--- src/abu_pkg.sv ---
// Purpose: shared constants of the address breakpoint unit
// Assumes: registers are 32-bit APB words at four times their index
// Notes: pulse length is counted in cpu clock cycles
package abu_pkg;

   // ----------------------------------------------------------------
   // register indices and apb geometry
   // ----------------------------------------------------------------
   localparam int APB_AW = 18;
   localparam logic [15:0] IDX_CTRL = 16'hE605;
   localparam logic [15:0] IDX_ADDRH = 16'hE606;
   localparam logic [15:0] IDX_ADDRL = 16'hE607;
   localparam logic [15:0] IDX_STAT = 16'hE610;
   localparam logic [15:0] IDX_MASK = 16'hE611;

   // ----------------------------------------------------------------
   // field positions of breakpoint_control
   // ----------------------------------------------------------------
   localparam int BIT_EN = 1;
   localparam int BIT_PULSE = 2;
   localparam int BIT_BREAK = 3;

   // ----------------------------------------------------------------
   // reset values and counts
   // ----------------------------------------------------------------
   localparam logic [7:0] RST_CTRL = 8'h00;
   localparam logic [15:0] RST_MATCH = 16'h0000;
   localparam logic RST_STAT = 1'b0;
   localparam logic RST_MASK = 1'b0;
   localparam int PULSE_CYCLES = 8;

   // byte address of a register index
   function automatic logic [APB_AW-1:0] byte_addr(input logic [15:0] idx);
      return {idx, 2'b00};
   endfunction

endpackage

--- src/abu_top.sv ---
// Purpose: address breakpoint unit with apb register access
// Assumes: cpu bus strobes come from logic on pclk, one strobe per bus cycle
// Notes: breakpoint_pin is the flag flip-flop itself
//
// Behaviour
// [RL1] while enabled, a full 16-bit address equal to the match address is an event
// [RL2] both code fetches and external data accesses are compared
// [RL3] the breakpoint pin always shows the breakpoint flag
// [RL4] pulse mode: flag and pin high exactly eight cpu clock cycles per match; a clearing write cuts the pulse short and a new match restarts the count
// [RL5] latched mode: flag and pin stay high until firmware clears them
// [RL6] writing one to the flag bit clears it; writing zero leaves it
// [RL7] firmware need not clear the flag in pulse mode
// [RL8] pulse mode select chooses latched level or timed pulse
// [RL9] match address is two read/write bytes, high and low
// [RL10] compare every bus cycle, flag registers on the next edge
module abu_top #(
   parameter int PULSE_LEN = abu_pkg::PULSE_CYCLES
) (
   // clock and reset
   input wire logic pclk,
   input wire logic presetn,
   // apb slave
   input wire logic psel,
   input wire logic penable,
   input wire logic pwrite,
   input wire logic [abu_pkg::APB_AW-1:0] paddr,
   input wire logic [31:0] pwdata,
   output logic [31:0] prdata,
   output logic pready,
   output logic pslverr,
   // cpu bus
   input wire logic [15:0] cpu_addr,
   input wire logic cpu_code_fetch,
   input wire logic cpu_external_data_space_access,
   // breakpoint outputs
   output logic breakpoint_pin,
   output logic irq
);

   // ----------------------------------------------------------------
   // parameter check
   // ----------------------------------------------------------------
   if (PULSE_LEN < 1 || PULSE_LEN > 16) begin : g_bad_len
      $error("PULSE_LEN must lie in 1..16");
   end

   // loaded one below the length: the flag is still high while the count reads zero
   localparam logic [3:0] CNT_LOAD = 4'(PULSE_LEN - 1);

   // ----------------------------------------------------------------
   // state
   // ----------------------------------------------------------------
   typedef struct packed {
      logic breakpoint_enable;
      logic pulse_mode_select;
      logic brk;
      logic [3:0] cnt;
      logic [15:0] match_addr;
      logic status;
      logic mask;
      logic [31:0] rdata;
      logic ready;
      logic slverr;
      logic irq;
   } abu_state_s;

   abu_state_s state_reg;
   abu_state_s state_next;

   // strobes decoded in this cycle, shared by the next-state logic and the checks
   logic hit;
   logic wr_acc;
   logic clr_brk;
   logic pulse_sel;

   function automatic logic is_reg(input logic [abu_pkg::APB_AW-1:0] a,
                                   input logic [15:0] idx);
      return a == abu_pkg::byte_addr(idx);
   endfunction

   // ----------------------------------------------------------------
   // next state
   // ----------------------------------------------------------------
   always_comb begin
      state_next = state_reg;
      // compare on code and external data bus cycles alike
      hit = state_reg.breakpoint_enable && (cpu_code_fetch || cpu_external_data_space_access) //RL2
         && (cpu_addr == state_reg.match_addr); //RL1
      wr_acc = psel && penable && pwrite && state_reg.ready;
      clr_brk = wr_acc && is_reg(paddr, abu_pkg::IDX_CTRL) && pwdata[abu_pkg::BIT_BREAK];

      // register writes
      if (wr_acc) begin
         if (is_reg(paddr, abu_pkg::IDX_CTRL)) begin
            state_next.breakpoint_enable = pwdata[abu_pkg::BIT_EN];
            state_next.pulse_mode_select = pwdata[abu_pkg::BIT_PULSE];
         end
         if (is_reg(paddr, abu_pkg::IDX_ADDRH)) begin
            state_next.match_addr[15:8] = pwdata[7:0]; //RL9
         end
         if (is_reg(paddr, abu_pkg::IDX_ADDRL)) begin
            state_next.match_addr[7:0] = pwdata[7:0]; //RL9
         end
         if (is_reg(paddr, abu_pkg::IDX_MASK)) begin
            state_next.mask = pwdata[0];
         end
         if (is_reg(paddr, abu_pkg::IDX_STAT) && pwdata[0]) begin
            state_next.status = 1'b0;
         end
      end
      pulse_sel = state_reg.pulse_mode_select;

      // breakpoint flag: a match wins over a clearing write
      if (pulse_sel) begin //RL8
         if (hit) begin
            state_next.brk = 1'b1; //RL4
            state_next.cnt = CNT_LOAD; //RL10
         end else if (clr_brk) begin
            state_next.brk = 1'b0; //RL6
            state_next.cnt = 4'h0;
         end else if (state_reg.cnt != 4'h0) begin
            state_next.cnt = state_reg.cnt - 4'h1;
         end else begin
            state_next.brk = 1'b0; //RL4
         end
      end else begin
         state_next.cnt = 4'h0;
         if (hit) begin
            state_next.brk = 1'b1; //RL5
         end else if (clr_brk) begin
            state_next.brk = 1'b0; //RL6
         end
      end

      // sticky event bit, set wins over clear
      if (hit) begin
         state_next.status = 1'b1;
      end
      state_next.irq = state_next.status && state_next.mask;

      // apb answer: data and ready prepared in the setup cycle
      state_next.ready = psel && !penable;
      state_next.slverr = 1'b0;
      state_next.rdata = 32'h0000_0000;
      if (psel && !penable) begin
         if (is_reg(paddr, abu_pkg::IDX_CTRL)) begin
            state_next.rdata[abu_pkg::BIT_EN] = state_reg.breakpoint_enable;
            state_next.rdata[abu_pkg::BIT_PULSE] = state_reg.pulse_mode_select;
            state_next.rdata[abu_pkg::BIT_BREAK] = state_next.brk;
         end else if (is_reg(paddr, abu_pkg::IDX_ADDRH)) begin
            state_next.rdata[7:0] = state_next.match_addr[15:8];
         end else if (is_reg(paddr, abu_pkg::IDX_ADDRL)) begin
            state_next.rdata[7:0] = state_next.match_addr[7:0];
         end else if (is_reg(paddr, abu_pkg::IDX_STAT)) begin
            state_next.rdata[0] = state_next.status;
         end else if (is_reg(paddr, abu_pkg::IDX_MASK)) begin
            state_next.rdata[0] = state_next.mask;
         end else begin
            state_next.slverr = 1'b1;
         end
      end
   end

   // ----------------------------------------------------------------
   // registers
   // ----------------------------------------------------------------
   always_ff @(posedge pclk or negedge presetn) begin
      if (!presetn) begin
         state_reg.breakpoint_enable <= abu_pkg::RST_CTRL[abu_pkg::BIT_EN];
         state_reg.pulse_mode_select <= abu_pkg::RST_CTRL[abu_pkg::BIT_PULSE];
         state_reg.brk <= abu_pkg::RST_CTRL[abu_pkg::BIT_BREAK];
         state_reg.cnt <= 4'h0;
         state_reg.match_addr <= abu_pkg::RST_MATCH;
         state_reg.status <= abu_pkg::RST_STAT;
         state_reg.mask <= abu_pkg::RST_MASK;
         state_reg.rdata <= 32'h0000_0000;
         state_reg.ready <= 1'b0;
         state_reg.slverr <= 1'b0;
         state_reg.irq <= 1'b0;
      end else begin
         state_reg <= state_next;
      end
   end

   // ----------------------------------------------------------------
   // outputs
   // ----------------------------------------------------------------
   assign breakpoint_pin = state_reg.brk; //RL3
   assign irq = state_reg.irq;
   assign prdata = state_reg.rdata;
   assign pready = state_reg.ready;
   assign pslverr = state_reg.slverr;
endmodule

--- config.mk ---
export PLATFORM = sky130hd
export DESIGN_NAME = abu_top
export DESIGN_NICKNAME = d
export VERILOG_FILES = /design/src/abu_pkg.sv /design/src/abu_top.sv
export SDC_FILE = /design/constraint.sdc
export NUM_CORES = 1
export LEC_CHECK = 0
export BUFFER_PORTS_ARGS = -buffer_cell sky130_fd_sc_hd__clkbuf_2
export CORE_ASPECT_RATIO = 1.25
export CORE_MARGIN = 4
export CORE_UTILIZATION = 46
export CTS_CLUSTER_DIAMETER = 80
export DETAILED_ROUTE_END_ITERATION = 12
export MAX_ROUTING_LAYER = met4
export PLACE_DENSITY = 0.78
export SYNTH_ARGS = -nofsm -noshare
export SYNTH_HDL_FRONTEND = slang
export SYNTH_SLANG_ARGS = --single-unit
--- constraint.sdc ---
create_clock -name pclk -period 2.3 [get_ports pclk]
set_input_delay 0.115 -clock pclk [delete_from_list [all_inputs] [get_ports pclk]]
set_output_delay 0.115 -clock pclk [all_outputs]
set_load 0.02 [all_outputs]
* Word-level counts from Yosys, hierarchy flattened *
Index checks and enable logic that the tools add are counted.

storage, ports and cells
  output and inout port bits = 36
  register bits after elaboration = 36
  word-level logic and storage cells = 61

cells by class
  reductions and logical operators = 14
  eq/ne operators = 7
  add/subtract/negate cells = 1
  multiplexer cells = 28

operator list
  operator                                                             count
  18-bit == test (second input constant)                               5
  8-bit 2-to-1 mux                                                     4
  18-bit 2-to-1 mux                                                    1
  16-bit == test                                                       1
  1-bit 2-to-1 mux                                                     16
  5-bit 2-to-1 mux                                                     3
  1-bit logical AND                                                    10
  4-bit 2-to-1 mux                                                     2
  7-bit 2-to-1 mux                                                     1
  4-bit by 1-bit != test with 1-bit output (second input constant)     1
  4-bit nonzero test                                                   1
  4-bit by 1-bit subtractor with 4-bit output (second input constant)  1
  3-bit 2-to-1 mux                                                     1
  2-bit AND reduction                                                  1
  1-bit logical NOT                                                    1
  1-bit logical OR                                                     1

* Depth between registers and ports, before layout *
Gate-level depths: netlist of the first run.

  depth after elaboration = 10
  gate-level depth with buffers = 7

* Worst setup path after synthesis of the first run *
Ideal clock, no wire load.

  path type = reg-to-reg
  from = register state_reg (netlist bit pready)
  to = register state_reg[45] (netlist bit)
  stages on the path, launching flop included = 5
  setup slack = 467 ps
  buffers on the path = 1
  period minus slack after synthesis = 1,833 ps
  data arrival time = 1,708 ps
  cells stage by stage = dfrtp_1 > nand4_1 > or4_4 > buf_6 > mux2_4

RTL lines
  element                 RTL line        source
  start, declared         abu_top.sv:67   abu_state_s state_reg;
  start signal, assigned  abu_top.sv:181  state_reg <= state_next;

* Worst setup path in the final report of the first run *
  from = register state_reg[50] (netlist bit)
  to = register state_reg[54] (netlist bit)

between the ends
  word-level cells in the longest chain between the ends = 4
  elaborated cells on any way between the ends = 5

RTL lines
  element              RTL line        source
  16-bit == test *     abu_top.sv:88   && (cpu_addr == state_reg.match_addr);
  1-bit logical AND *  abu_top.sv:88
  5-bit 2-to-1 mux     abu_top.sv:115  if (hit) begin
  5-bit 2-to-1 mux     abu_top.sv:114  if (pulse_sel) begin

Every way passes the cells marked *; elsewhere a longest branch is shown, timed or not.
A chain may end at the register's enable or synchronous reset.

==> results of run 1 <==
-- kinds of logic (layout without fill, tap and decap cells) --
logic type,after synthesis,after routing,share of synthesized area
AO/OA/AOI/OAI,22,22,0.0630
XOR/XNOR,18,18,0.0709
adder cells (fa/ha/maj),2,2,0.0112
buffers and inverters,39,77,0.124
flip-flops,36,36,0.405
multiplexers,28,28,0.150
other,1,24,0.00169
AND/OR/NAND/NOR,59,59,0.174
-- worst max-delay path, cell delays in order, from the launching register on --
cell       delay (ns)
dfrtp_1          0.40
xor2_1           0.17
nor4_1           0.38
o2111ai_1        0.24
nor4_4           0.43
buf_4            0.21
o21a_1           0.13
-- cell usage after synthesis (3+ instances only) --
cell type / count
dfrtp_1: 36
buf_4: 32
xnor2_1: 14
nand2_1: 13
mux2_2: 11
mux2i_1: 9
nor2_1: 9
mux2_4: 8
a21oi_1: 7
nor3_1: 5
inv_1: 4
nand2b_1: 4
nand4_1: 4
o21ai_0: 4
xor2_1: 4
and2_1: 3
o21a_1: 3
-- final timing paths --
| check | from | to |
|---|---|---|
| max in group asynchronous | presetn | state_reg[59] |
| worst min-delay path | pwdata[7] | state_reg[52] |
| worst max register to register | state_reg[50] | state_reg[54] |
| worst max-delay path | state_reg[50] | state_reg[54] |
| min in group asynchronous | presetn | state_reg[55] |
| worst min register to register | state_reg[35] | state_reg[35] |
-- power breakdown --
part	total [mW]	leakage [nW]	internal, mW	switching [mW]
sequential	0.636	0.501	0.635	0.000871
clock	0.461	0.0455	0.244	0.217
combinational	0.145	0.806	0.0516	0.0932
-- area by class of cell --
cell class                 instances  area (µm²)
sequential                        36         901
multi-input combinational        153        1130
tap                               60        75.1
timing repair buffer              65         340
inverter                           4        15.0
fill                             434        2140
clock buffer                       8        90.1
-- stage by stage --
step                      cells  utilization  setup WS [ns]  hold WS (ns)  power (mW)
after floorplan             228            -          0.467        -0.181       0.750
after global placement      317        0.523          0.262         0.271       0.788
after detailed placement    317        0.523          0.241         0.282       0.792
after CTS                   326        0.545          0.206        0.0622        1.25
after global routing        326        0.545          0.154        0.0690        1.29
final                       326        0.545          0.281        0.0731        1.24
-- metal layers --
metal / up-vias / global-route usage
met2: 58 / 0.288
met1: 757 / 0.184
met5: - / -
met3: 7 / 0.0375
met4: 0 / 0.0418
li1: 780 / -
-- repair_timing --
item	4_1_cts	5_1_grt
hold endpoints to repair	36	0
setup buffers	0	0
resized for setup	0	0
hold buffers	1	0
==> impl_results.html, run 1 <==
<table>
<tr><th>Metric</th><th>Value</th></tr>
<tr><th colspan="2">Status</th></tr>
<tr><td>Result of the run</td><td>finished, final reports clean</td></tr>
<tr><th colspan="2">Clock network</th></tr>
<tr><td>Count of H-tree levels built during CTS</td><td>2</td></tr>
<tr><td>Sinks on Clock Net</td><td>36</td></tr>
<tr><td>Register clock-pin slew on the reported worst setup and hold paths</td><td>0.07 ns</td></tr>
<tr><td>Number of clock buffers inserted by TritonCTS</td><td>5</td></tr>
<tr><td>TritonCTS clock tree</td><td>done</td></tr>
<tr><td>Clock latency on the worst-skew pair</td><td>0.29 ns</td></tr>
<tr><td>Library cell used as clock root buffer</td><td>clkbuf_8</td></tr>
<tr><td>Max Buffers Root-to-Sink</td><td>2</td></tr>
<tr><th colspan="2">Timing</th></tr>
<tr><td>Max-slew violation total from the final report</td><td>0</td></tr>
<tr><td>Upper clock frequency limit</td><td>about 500 MHz</td></tr>
<tr><td>Setup repair after global routing missed its margin</td><td>false</td></tr>
<tr><td>Final worst path period need</td><td>2.02 ns</td></tr>
<tr><td>Setup Viol. Count Final</td><td>0</td></tr>
<tr><td>Hold Vio Cnt, Final</td><td>0</td></tr>
<tr><td>Fin crit share</td><td>0.878</td></tr>
<tr><td>Setup Total Neg Slack</td><td>0 ns</td></tr>
<tr><td>Slew of the pin with the lowest slew margin</td><td>0.881 ns</td></tr>
<tr><td>Worst clock skew</td><td>0.00751 ns</td></tr>
<tr><td>Worst-case headroom to the max-slew limit</td><td>0.413</td></tr>
<tr><th colspan="2">Place</th></tr>
<tr><td>Cell area after placement</td><td>0.00246 mm²</td></tr>
<tr><td>HPWL after detailed placement</td><td>3620 µm</td></tr>
<tr><td>Global placement routability congestion</td><td>0.801</td></tr>
<tr><td>Buffers added on ports</td><td>60</td></tr>
<tr><th colspan="2">Detailed routing</th></tr>
<tr><td>Highest routing layer actually used</td><td>met4</td></tr>
<tr><td>Overall via count from detail_route</td><td>1602</td></tr>
<tr><td>Via count normalized by instance count</td><td>4.91</td></tr>
<tr><td>Number of optimization iterations in the first detailed-route pass</td><td>4</td></tr>
<tr><td>Amount of wire on met2 after detailed routing</td><td>2370 µm</td></tr>
<tr><td>Drt drc</td><td>0</td></tr>
<tr><td>Initial drt markers</td><td>41</td></tr>
<tr><td>Detail-routed net length per standard cell</td><td>13.9 µm</td></tr>
<tr><td>Final Routed Wirelength</td><td>between 4000 and 5000 µm</td></tr>
<tr><td>Met3 Wirelength</td><td>approximately 290 µm</td></tr>
<tr><td>Number of nets with antenna violations after routing</td><td>0</td></tr>
<tr><td>Met1 WL</td><td>1840 µm</td></tr>
<tr><th colspan="2">Floorplanning</th></tr>
<tr><td>Number of top-level pins</td><td>109</td></tr>
<tr><td>Placeable core area</td><td>0.00469 mm²</td></tr>
<tr><td>Site row count</td><td>28</td></tr>
<tr><td>Die Area</td><td>0.00602 mm²</td></tr>
<tr><td>Chip Height</td><td>roughly 86 µm</td></tr>
<tr><td>Chip Width</td><td>between 70 and 80 µm</td></tr>
<tr><td>Starting density of the core</td><td>0.474</td></tr>
<tr><th colspan="2">Synthesis</th></tr>
<tr><td>Post-synthesis cell type count</td><td>44</td></tr>
<tr><td>Count of state elements after synthesis</td><td>36</td></tr>
<tr><td>Share of flip-flops with an asynchronous set or reset after synthesis</td><td>1.00</td></tr>
<tr><td>Largest area contributor in the netlist</td><td>dfrtp_1</td></tr>
<tr><td>Proportion of netlist area held by the largest area contributor</td><td>0.405</td></tr>
<tr><td>Gate count after technology mapping</td><td>205</td></tr>
<tr><td>Summed instance area of the synthesized netlist</td><td>0.00222 mm²</td></tr>
<tr><td>Number of enable-type register cells in the synthesized netlist</td><td>0</td></tr>
<tr><td>Largest cells by area after synthesis</td><td>dfrtp_1 (40%), buf_4 (11%), mux2_2 (5.6%), xnor2_1 (5.5%), mux2_4 (5.4%)</td></tr>
<tr><td>Predominant post-synthesis flop cell</td><td>dfrtp_1</td></tr>
<tr><td>Yosys warns</td><td>0</td></tr>
<tr><td>Post-synthesis sequential area ratio</td><td>0.405</td></tr>
<tr><td>Avg Cell Area, Syn</td><td>10.9 µm²</td></tr>
<tr><th colspan="2">Flow run</th></tr>
<tr><td>Number of maximum-capacitance violations</td><td>0</td></tr>
<tr><th colspan="2">Global route</th></tr>
<tr><td>Wire length of the first global-routing pass</td><td>7580 µm</td></tr>
<tr><td>Combined global-route utilization of all metal layers</td><td>0.162</td></tr>
<tr><td>Initial antenna violation count</td><td>0</td></tr>
<tr><td>Largest net degree at the start of global routing</td><td>37</td></tr>
<tr><td>Remaining global-route overflow</td><td>0</td></tr>
<tr><td>Via count of the first global-routing pass</td><td>1703</td></tr>
<tr><th colspan="2">Critical path</th></tr>
<tr><td>CP Launch Type</td><td>flop</td></tr>
<tr><td>Crit-path max FO</td><td>5</td></tr>
<tr><td>R2R cell count</td><td>6</td></tr>
<tr><td>Crit end category</td><td>flop</td></tr>
<tr><td>Worst path required time</td><td>2.53 ns</td></tr>
<tr><td>Arrival time at the worst endpoint</td><td>2.25 ns</td></tr>
<tr><td>Worst setup slack for register-to-register paths</td><td>0.28 ns</td></tr>
<tr><td>Critical path class</td><td>flop to flop</td></tr>
<tr><th colspan="2">Layout</th></tr>
<tr><td>Highest-count cells in the layout ignoring fill and taps</td><td>clkbuf_2 (60), dfrtp_1 (36), conb_1 (24)</td></tr>
<tr><td>Most common cell after layout, fill and taps aside</td><td>clkbuf_2</td></tr>
<tr><td>Finished Cell Area</td><td>0.00256 mm²</td></tr>
<tr><td>Largest register FFs</td><td>23</td></tr>
<tr><td>Synthesis-to-finish area growth</td><td>14.9%</td></tr>
<tr><td>Layout cell share with drive strength beyond 1</td><td>0.361</td></tr>
<tr><td>Final nets</td><td>340</td></tr>
<tr><td># diodes</td><td>0</td></tr>
<tr><th colspan="2">Min path</th></tr>
<tr><td>Worst Hold Path Cells</td><td>2</td></tr>
<tr><td>Class of the tightest hold or removal check</td><td>primary input to flop</td></tr>
<tr><th colspan="2">Power</th></tr>
<tr><td>Maximum VDD drop</td><td>438 µV</td></tr>
<tr><td>Leak pwr</td><td>1.35 nW</td></tr>
<tr><td>Total power divided by cell area</td><td>486 mW/mm²</td></tr>
</table>
Note: power is estimated with default switching activity, not from simulation.
==> run 2: changes to the inputs <==
--- a/config.mk
+++ b/config.mk
@@ -7,7 +7,7 @@
 export LEC_CHECK = 0
 export BUFFER_PORTS_ARGS = -buffer_cell sky130_fd_sc_hd__clkbuf_2
 export CORE_ASPECT_RATIO = 1.25
-export CORE_MARGIN = 4
+export CORE_MARGIN = 2
 export CORE_UTILIZATION = 46
 export CTS_CLUSTER_DIAMETER = 80
 export DETAILED_ROUTE_END_ITERATION = 12
==> run 2 against run 1 <==
Clock skew increased by 0.0023 ns. Maximum frequency decreased by 2.6%. Sequential power about the same. Register-to-register slack got worse by 0.05 ns. Non-clock buffer count decreased by 1. Cell area increased by 1.1%. Power increased by 11%. Via count increased by 0.19%. Die area decreased by 10%. Hold slack got worse by 0.0097 ns. Critical endpoint is now prdata[3].
==> impl_results.html, run 2 (synthesized netlist as in run 1, its figures left out) <==
<table>
<tr><th>Metric</th><th>Value</th></tr>
<tr><th colspan="2">Status</th></tr>
<tr><td>Result of the run</td><td>finished, final reports clean</td></tr>
<tr><th colspan="2">Clock network</th></tr>
<tr><td>Sinks on Clock Net</td><td>36</td></tr>
<tr><td>Number of clock buffers inserted by TritonCTS</td><td>5</td></tr>
<tr><td>Register clock-pin slew on the reported worst setup and hold paths</td><td>0.07 ns</td></tr>
<tr><td>Clock latency on the worst-skew pair</td><td>0.29 ns</td></tr>
<tr><td>Library cell used as clock root buffer</td><td>clkbuf_8</td></tr>
<tr><td>Number of cells upsized or downsized after cts</td><td>0</td></tr>
<tr><td>Post-CTS setup-driven buffer insertion count</td><td>0</td></tr>
<tr><td>TritonCTS clock tree</td><td>done</td></tr>
<tr><td>Count of H-tree levels built during CTS</td><td>2</td></tr>
<tr><td>Hold buffer count at CTS</td><td>1</td></tr>
<tr><td>Max Buffers Root-to-Sink</td><td>2</td></tr>
<tr><th colspan="2">Timing</th></tr>
<tr><td>Setup repair after global routing missed its margin</td><td>false</td></tr>
<tr><td>Fin crit share</td><td>0.902</td></tr>
<tr><td>Slew of the pin with the lowest slew margin</td><td>0.857 ns</td></tr>
<tr><td>Hold Vio Cnt, Final</td><td>0</td></tr>
<tr><td>Setup Viol. Count Final</td><td>0</td></tr>
<tr><td>Setup Total Neg Slack</td><td>0 ns</td></tr>
<tr><td>Worst-case headroom to the max-slew limit</td><td>0.429</td></tr>
<tr><td>Worst clock skew</td><td>0.00981 ns</td></tr>
<tr><td>Final worst path period need</td><td>2.07 ns</td></tr>
<tr><td>Max-slew violation total from the final report</td><td>0</td></tr>
<tr><td>Final Hold Slack</td><td>0.0634 ns</td></tr>
<tr><td>Upper clock frequency limit</td><td>482 MHz</td></tr>
<tr><th colspan="2">Critical path</th></tr>
<tr><td>Start point of the critical path</td><td>state_reg[49]</td></tr>
<tr><td>CP Launch Type</td><td>flop</td></tr>
<tr><td>Chain of cells forming the critical path</td><td>xor2_1, nor4_1, o2111ai_1, nor4_4, o21ai_0, a21oi_1</td></tr>
<tr><td>Delay-heaviest family, CP</td><td>simple AND/OR/NAND/NOR gates</td></tr>
<tr><td>Crit end category</td><td>flop</td></tr>
<tr><td>Worst flop-to-flop path startpoint</td><td>state_reg[49]</td></tr>
<tr><td>R2R cell count</td><td>6</td></tr>
<tr><td>Arrival time at the worst endpoint</td><td>2.28 ns</td></tr>
<tr><td>Crit-path max FO</td><td>4</td></tr>
<tr><td>Stages on the worst setup path</td><td>6</td></tr>
<tr><td>Slowest Stage Delay on Critical Path</td><td>0.43 ns</td></tr>
<tr><td>Critical path class</td><td>flop to flop</td></tr>
<tr><td>Total buffers and inverters traversed by the critical path</td><td>0</td></tr>
<tr><td>Worst path required time</td><td>2.51 ns</td></tr>
<tr><td>Cell at the slowest stage of the critical path</td><td>nor4_4</td></tr>
<tr><th colspan="2">Flow run</th></tr>
<tr><td>Number of maximum-capacitance violations</td><td>0</td></tr>
<tr><th colspan="2">Power</th></tr>
<tr><td>Leak pwr</td><td>1.37 nW</td></tr>
<tr><td>Maximum VDD drop</td><td>331 µV</td></tr>
<tr><td>Total power divided by cell area</td><td>between 500 and 600 mW/mm²</td></tr>
<tr><td>Final Total Pwr</td><td>1.38 mW</td></tr>
<tr><th colspan="2">Place</th></tr>
<tr><td>Buffers added on ports</td><td>60</td></tr>
<tr><td>Global placement routability congestion</td><td>0.823</td></tr>
<tr><td>Cell area after placement</td><td>0.00245 mm²</td></tr>
<tr><td>Placed Instances</td><td>316</td></tr>
<tr><td>HPWL after detailed placement</td><td>~3300 µm</td></tr>
<tr><th colspan="2">Detailed routing</th></tr>
<tr><td>Overall via count from detail_route</td><td>1605</td></tr>
<tr><td>Final Routed Wirelength</td><td>around 4200 µm</td></tr>
<tr><td>Initial drt markers</td><td>46</td></tr>
<tr><td>Number of nets with antenna violations after routing</td><td>0</td></tr>
<tr><td>Drt drc</td><td>0</td></tr>
<tr><td>Number of optimization iterations in the first detailed-route pass</td><td>4</td></tr>
<tr><td>Via count normalized by instance count</td><td>4.94</td></tr>
<tr><td>Detail-routed net length per standard cell</td><td>12.9 µm</td></tr>
<tr><th colspan="2">Global route</th></tr>
<tr><td>Met2 Usage GRT</td><td>0.289</td></tr>
<tr><td>Largest net degree at the start of global routing</td><td>37</td></tr>
<tr><td>Initial antenna violation count</td><td>0</td></tr>
<tr><td>Combined global-route utilization of all metal layers</td><td>0.176</td></tr>
<tr><td>Met3 Resource Use GR</td><td>0.0466</td></tr>
<tr><td>Via count of the first global-routing pass</td><td>about 1600</td></tr>
<tr><td>Most Used Layer, Global Route</td><td>met2</td></tr>
<tr><td>Met1 GRT Util</td><td>0.206</td></tr>
<tr><td>Wire length of the first global-routing pass</td><td>roughly 7000 µm</td></tr>
<tr><td>Remaining global-route overflow</td><td>0</td></tr>
<tr><th colspan="2">Floorplanning</th></tr>
<tr><td>Chip Width</td><td>66.2 µm</td></tr>
<tr><td>Chip Height</td><td>81.8 µm</td></tr>
<tr><td>Site row count</td><td>28</td></tr>
<tr><td>Starting density of the core</td><td>0.474</td></tr>
<tr><td>Number of top-level pins</td><td>109</td></tr>
<tr><td>Die Area</td><td>~0.0054 mm²</td></tr>
<tr><td>Placeable core area</td><td>0.00469 mm²</td></tr>
<tr><th colspan="2">Layout</th></tr>
<tr><td>Final nets</td><td>339</td></tr>
<tr><td>Register Area</td><td>901 µm²</td></tr>
<tr><td>Area of the multi-input gates</td><td>0.00113 mm²</td></tr>
<tr><td># diodes</td><td>0</td></tr>
<tr><td># fillers</td><td>432</td></tr>
<tr><td>Synthesis-to-finish area growth</td><td>16.2%</td></tr>
<tr><td>Most common cell after layout, fill and taps aside</td><td>clkbuf_2</td></tr>
<tr><td>Largest register FFs</td><td>23</td></tr>
<tr><td>Layout cell share with drive strength beyond 1</td><td>0.366</td></tr>
<tr><td>Highest-count cells in the layout ignoring fill and taps</td><td>clkbuf_2 (60), dfrtp_1 (36), conb_1 (24)</td></tr>
<tr><td>Post-route insts no fill</td><td>325</td></tr>
<tr><td>Finished Cell Area</td><td>0.00258 mm²</td></tr>
<tr><th colspan="2">Min path</th></tr>
<tr><td>Worst Hold Path Cells</td><td>2</td></tr>
<tr><td>Class of the tightest hold or removal check</td><td>primary input to flop</td></tr>
<tr><td>Min-Delay Startpoint</td><td>pwdata[7]</td></tr>
</table>
[run 2: routing by layer]
layer,routed length [µm],part of all wire
met5,0,0
met4,61,0.015
met3,227,0.054
met2,2180,0.52
met1,1730,0.41
[run 2: per-stage QoR]
step,utilization,setup WS (ns)
after floorplan,-,0.467
after global placement,0.522,0.237
after detailed placement,0.522,0.229
after CTS,0.551,0.188
after global routing,0.551,0.0958
final,0.551,0.227
[run 2: worst register-to-register path: stages (launching register included)]
cell,delay [ns]
dfrtp_1,0.42
xor2_1,0.17
nor4_1,0.39
o2111ai_1,0.25
nor4_4,0.43
o21ai_0,0.16
a21oi_1,0.16
[run 2: final timing paths]
check | end | slack [ns]
worst max-delay path | prdata[3] | 0.23
worst min-delay path | state_reg[52] | 0.06
worst max register to register | prdata[3] | 0.23
worst min register to register | state_reg[36] | 0.52
max in group asynchronous | prdata[2] | 1.30
min in group asynchronous | state_reg[55] | 0.46
[run 2: area by class of cell]
| class | instances | area share |
|---|---|---|
| sequential | 36 | 0.348 |
| tap | 60 | 0.0290 |
| clock buffer | 7 | 0.0373 |
| timing repair buffer | 64 | 0.129 |
| multi-input combinational | 153 | 0.439 |
| clock inverter | 1 | 0.0116 |
| inverter | 4 | 0.00581 |
[run 2: power by group]
group / total [mW] / internal, mW / switching [mW]
Sequential: 0.635 / 0.635 / 0.000730
Clock: 0.605 / 0.382 / 0.222
Combinational: 0.144 / 0.0516 / 0.0921
Total: 1.38 / 1.07 / 0.315
==> run 3: changes to the inputs <==
--- a/config.mk
+++ b/config.mk
@@ -6,9 +6,11 @@
 export NUM_CORES = 1
 export LEC_CHECK = 0
 export BUFFER_PORTS_ARGS = -buffer_cell sky130_fd_sc_hd__clkbuf_2
+export CELL_PAD_IN_SITES_DETAIL_PLACEMENT = 1
+export CELL_PAD_IN_SITES_GLOBAL_PLACEMENT = 1
 export CORE_ASPECT_RATIO = 1.25
 export CORE_MARGIN = 2
-export CORE_UTILIZATION = 46
+export CORE_UTILIZATION = 34
 export CTS_CLUSTER_DIAMETER = 80
 export DETAILED_ROUTE_END_ITERATION = 12
 export MAX_ROUTING_LAYER = met4
==> run 3 against run 2 <==
Non-clock buffer count rose by 2. Clock power decreased by 8.1%. Hold slack got worse by 0.0019 ns.
==> impl_results.html, run 3 (synthesized netlist as in run 1, its figures left out) <==
<table>
<tr><th>Metric</th><th>Value</th></tr>
<tr><th colspan="2">Status</th></tr>
<tr><td>Result of the run</td><td>finished, final reports clean</td></tr>
<tr><th colspan="2">Detailed routing</th></tr>
<tr><td>Number of nets with antenna violations after routing</td><td>0</td></tr>
<tr><td>Initial drt markers</td><td>25</td></tr>
<tr><td>Number of optimization iterations in the first detailed-route pass</td><td>4</td></tr>
<tr><td>Overall via count from detail_route</td><td>~1600</td></tr>
<tr><td>Final Routed Wirelength</td><td>approximately 5000 µm</td></tr>
<tr><td>Via count normalized by instance count</td><td>roughly 4.6</td></tr>
<tr><td>Detail-routed net length per standard cell</td><td>around 14 µm</td></tr>
<tr><td>Drt drc</td><td>0</td></tr>
<tr><th colspan="2">Layout</th></tr>
<tr><td>Highest-count cells in the layout ignoring fill and taps</td><td>clkbuf_2 (60), dfrtp_1 (36), conb_1 (24)</td></tr>
<tr><td>Final nets</td><td>341</td></tr>
<tr><td>Synthesis-to-finish area growth</td><td>17.6%</td></tr>
<tr><td># diodes</td><td>0</td></tr>
<tr><td>Finished Cell Area</td><td>0.00262 mm²</td></tr>
<tr><td>Largest register FFs</td><td>23</td></tr>
<tr><td>Most common cell after layout, fill and taps aside</td><td>clkbuf_2</td></tr>
<tr><td>Layout cell share with drive strength beyond 1</td><td>0.371</td></tr>
<tr><th colspan="2">Clock network</th></tr>
<tr><td>Library cell used as clock root buffer</td><td>clkbuf_8</td></tr>
<tr><td>Max Buffers Root-to-Sink</td><td>2</td></tr>
<tr><td>Count of H-tree levels built during CTS</td><td>2</td></tr>
<tr><td>Number of cells upsized or downsized after cts</td><td>0</td></tr>
<tr><td>Sinks on Clock Net</td><td>36</td></tr>
<tr><td>Post-CTS setup-driven buffer insertion count</td><td>0</td></tr>
<tr><td>Number of clock buffers inserted by TritonCTS</td><td>5</td></tr>
<tr><td>Clock latency on the worst-skew pair</td><td>roughly 0.29 ns</td></tr>
<tr><td>TritonCTS clock tree</td><td>done</td></tr>
<tr><td>Register clock-pin slew on the reported worst setup and hold paths</td><td>0.07 ns</td></tr>
<tr><td>Hold buffer count at CTS</td><td>1</td></tr>
<tr><th colspan="2">Timing</th></tr>
<tr><td>Worst-case headroom to the max-slew limit</td><td>0.414</td></tr>
<tr><td>Slew of the pin with the lowest slew margin</td><td>a little under 0.9 ns</td></tr>
<tr><td>Hold Vio Cnt, Final</td><td>0</td></tr>
<tr><td>Setup Total Neg Slack</td><td>0 ns</td></tr>
<tr><td>Final worst path period need</td><td>~2.0 ns</td></tr>
<tr><td>Setup Viol. Count Final</td><td>0</td></tr>
<tr><td>Worst clock skew</td><td>~0.0046 ns</td></tr>
<tr><td>Upper clock frequency limit</td><td>491 MHz</td></tr>
<tr><td>Fin crit share</td><td>0.886</td></tr>
<tr><td>Max-slew violation total from the final report</td><td>0</td></tr>
<tr><td>Setup repair after global routing missed its margin</td><td>false</td></tr>
<tr><th colspan="2">Floorplanning</th></tr>
<tr><td>Number of top-level pins</td><td>109</td></tr>
<tr><td>Die Area</td><td>0.00721 mm²</td></tr>
<tr><td>Chip Width</td><td>76.4 µm</td></tr>
<tr><td>Chip Height</td><td>94.4 µm</td></tr>
<tr><td>Placeable core area</td><td>between 0.006 and 0.007 mm²</td></tr>
<tr><td>Starting density of the core</td><td>0.356</td></tr>
<tr><td>Site row count</td><td>32</td></tr>
<tr><th colspan="2">Critical path</th></tr>
<tr><td>Critical path class</td><td>flop to flop</td></tr>
<tr><td>Worst setup slack for register-to-register paths</td><td>0.26 ns</td></tr>
<tr><td>Arrival time at the worst endpoint</td><td>about 2.3 ns</td></tr>
<tr><td>Worst flop-to-flop path startpoint</td><td>state_reg[50]</td></tr>
<tr><td>Endpoint of the most critical register-to-register path</td><td>state_reg[54]</td></tr>
<tr><td>Crit end category</td><td>flop</td></tr>
<tr><td>R2R cell count</td><td>7</td></tr>
<tr><td>Slowest Stage Delay on Critical Path</td><td>0.43 ns</td></tr>
<tr><td>Crit-path max FO</td><td>5</td></tr>
<tr><td>Chain of cells forming the critical path</td><td>xor2_1, nor4_1, buf_4, o2111ai_1, nor4_4, buf_4, o21a_1</td></tr>
<tr><td>Worst path required time</td><td>around 2.5 ns</td></tr>
<tr><td>Total buffers and inverters traversed by the critical path</td><td>2</td></tr>
<tr><td>Delay-heaviest family, CP</td><td>simple AND/OR/NAND/NOR gates</td></tr>
<tr><td>Cell seen most often among critical-path stages</td><td>buf_4</td></tr>
<tr><td>CP Launch Type</td><td>flop</td></tr>
<tr><td>Cell at the slowest stage of the critical path</td><td>nor4_4</td></tr>
<tr><th colspan="2">Min path</th></tr>
<tr><td>Min-Delay Startpoint</td><td>pwdata[7]</td></tr>
<tr><td>Class of the tightest hold or removal check</td><td>primary input to flop</td></tr>
<tr><td>Hold endpoint</td><td>state_reg[52]</td></tr>
<tr><td>Worst Hold Path Cells</td><td>2</td></tr>
<tr><th colspan="2">Global route</th></tr>
<tr><td>Initial antenna violation count</td><td>0</td></tr>
<tr><td>Combined global-route utilization of all metal layers</td><td>0.148</td></tr>
<tr><td>Remaining global-route overflow</td><td>0</td></tr>
<tr><td>Largest net degree at the start of global routing</td><td>37</td></tr>
<tr><td>Wire length of the first global-routing pass</td><td>8080 µm</td></tr>
<tr><td>Via count of the first global-routing pass</td><td>1710</td></tr>
<tr><th colspan="2">Power</th></tr>
<tr><td>Sequential fraction of design power</td><td>0.475</td></tr>
<tr><td>Relative contribution of combinational cells to total power</td><td>0.109</td></tr>
<tr><td>Total power divided by cell area</td><td>about 510 mW/mm²</td></tr>
<tr><td>Maximum VDD drop</td><td>between 200 and 300 µV</td></tr>
<tr><td>Power spent charging and discharging nets</td><td>~0.33 mW</td></tr>
<tr><td>Switching power share of the total</td><td>0.247</td></tr>
<tr><td>Leak pwr</td><td>between 1 and 1.5 nW</td></tr>
<tr><td>Internal power contribution</td><td>1.01 mW</td></tr>
<tr><td>Part of the total power dissipated in the clock network</td><td>0.416</td></tr>
<tr><th colspan="2">Place</th></tr>
<tr><td>Cell area after placement</td><td>0.00249 mm²</td></tr>
<tr><td>Global placement routability congestion</td><td>0.770</td></tr>
<tr><td>HPWL after detailed placement</td><td>between 4000 and 5000 µm</td></tr>
<tr><td>Buffers added on ports</td><td>60</td></tr>
<tr><th colspan="2">Flow run</th></tr>
<tr><td>Number of maximum-capacitance violations</td><td>0</td></tr>
</table>
-- run 3: changes by cell type in the layout (fill, tap and decap cells not counted) --
| cell | change |
|---|---|
| clkbuf_8 | -2 |
| clkinvlp_4 | +1 |
| buf_4 | +2 |
| clkinv_2 | +1 |
-- run 3: routing by layer --
metal,vias up,part of all wire,global-route usage
met3,8,0.051,0.0335
met1,769,0.39,0.156
met4,0,0.014,0.0500
met2,49,0.55,0.274
met5,-,0,-
li1,783,-,-
-- run 3: how the worst max path moves through the flow --
stage | start | end | slack (ns) | depth (start not counted)
finish | state_reg[50] | state_reg[54] | 0.26 | 7
CTS | state_reg[50] | state_reg[54] | 0.23 | 7
floorplan | pready | state_reg[45] | 0.47 | 4
global route | state_reg[50] | prdata[3] | 0.09 | 7
detailed placement | state_reg[50] | state_reg[54] | 0.24 | 7
global placement | state_reg[50] | state_reg[55] | 0.25 | 7
-- run 3: final cells by class --
cell class                      instances  area (µm²)
Inverter                                4        15.0
Fill cell                             747        3630
Sequential cell                        36         901
Tap cell                               85         106
Multi-Input combinational cell        153        1130
Clock inverter                          3        42.5
Clock buffer                            5        68.8
Timing Repair Buffer                   66         348
-- run 3: metrics by stage --
step | setup slack (ns) | total power, mW | hold slack (ns) | util | std cells
finish | 0.263 | 1.34 | 0.0615 | 0.419 | 352
global route | 0.0939 | 1.40 | 0.0563 | 0.419 | 352
CTS | 0.233 | 1.35 | 0.0522 | 0.419 | 352
detailed placement | 0.243 | 0.793 | 0.275 | 0.399 | 343
global placement | 0.253 | 0.790 | 0.271 | 0.399 | 343
floorplan | 0.467 | 0.750 | -0.181 | - | 228
-- run 3: power by group through the flow --
stage	Clock, mW	Sequential [mW]	Combinational [mW]
global route	0.600	0.635	0.160
CTS	0.570	0.635	0.147
global placement	0	0.648	0.142
finish	0.556	0.635	0.145
floorplan	0	0.650	0.0998
detailed placement	0	0.648	0.145
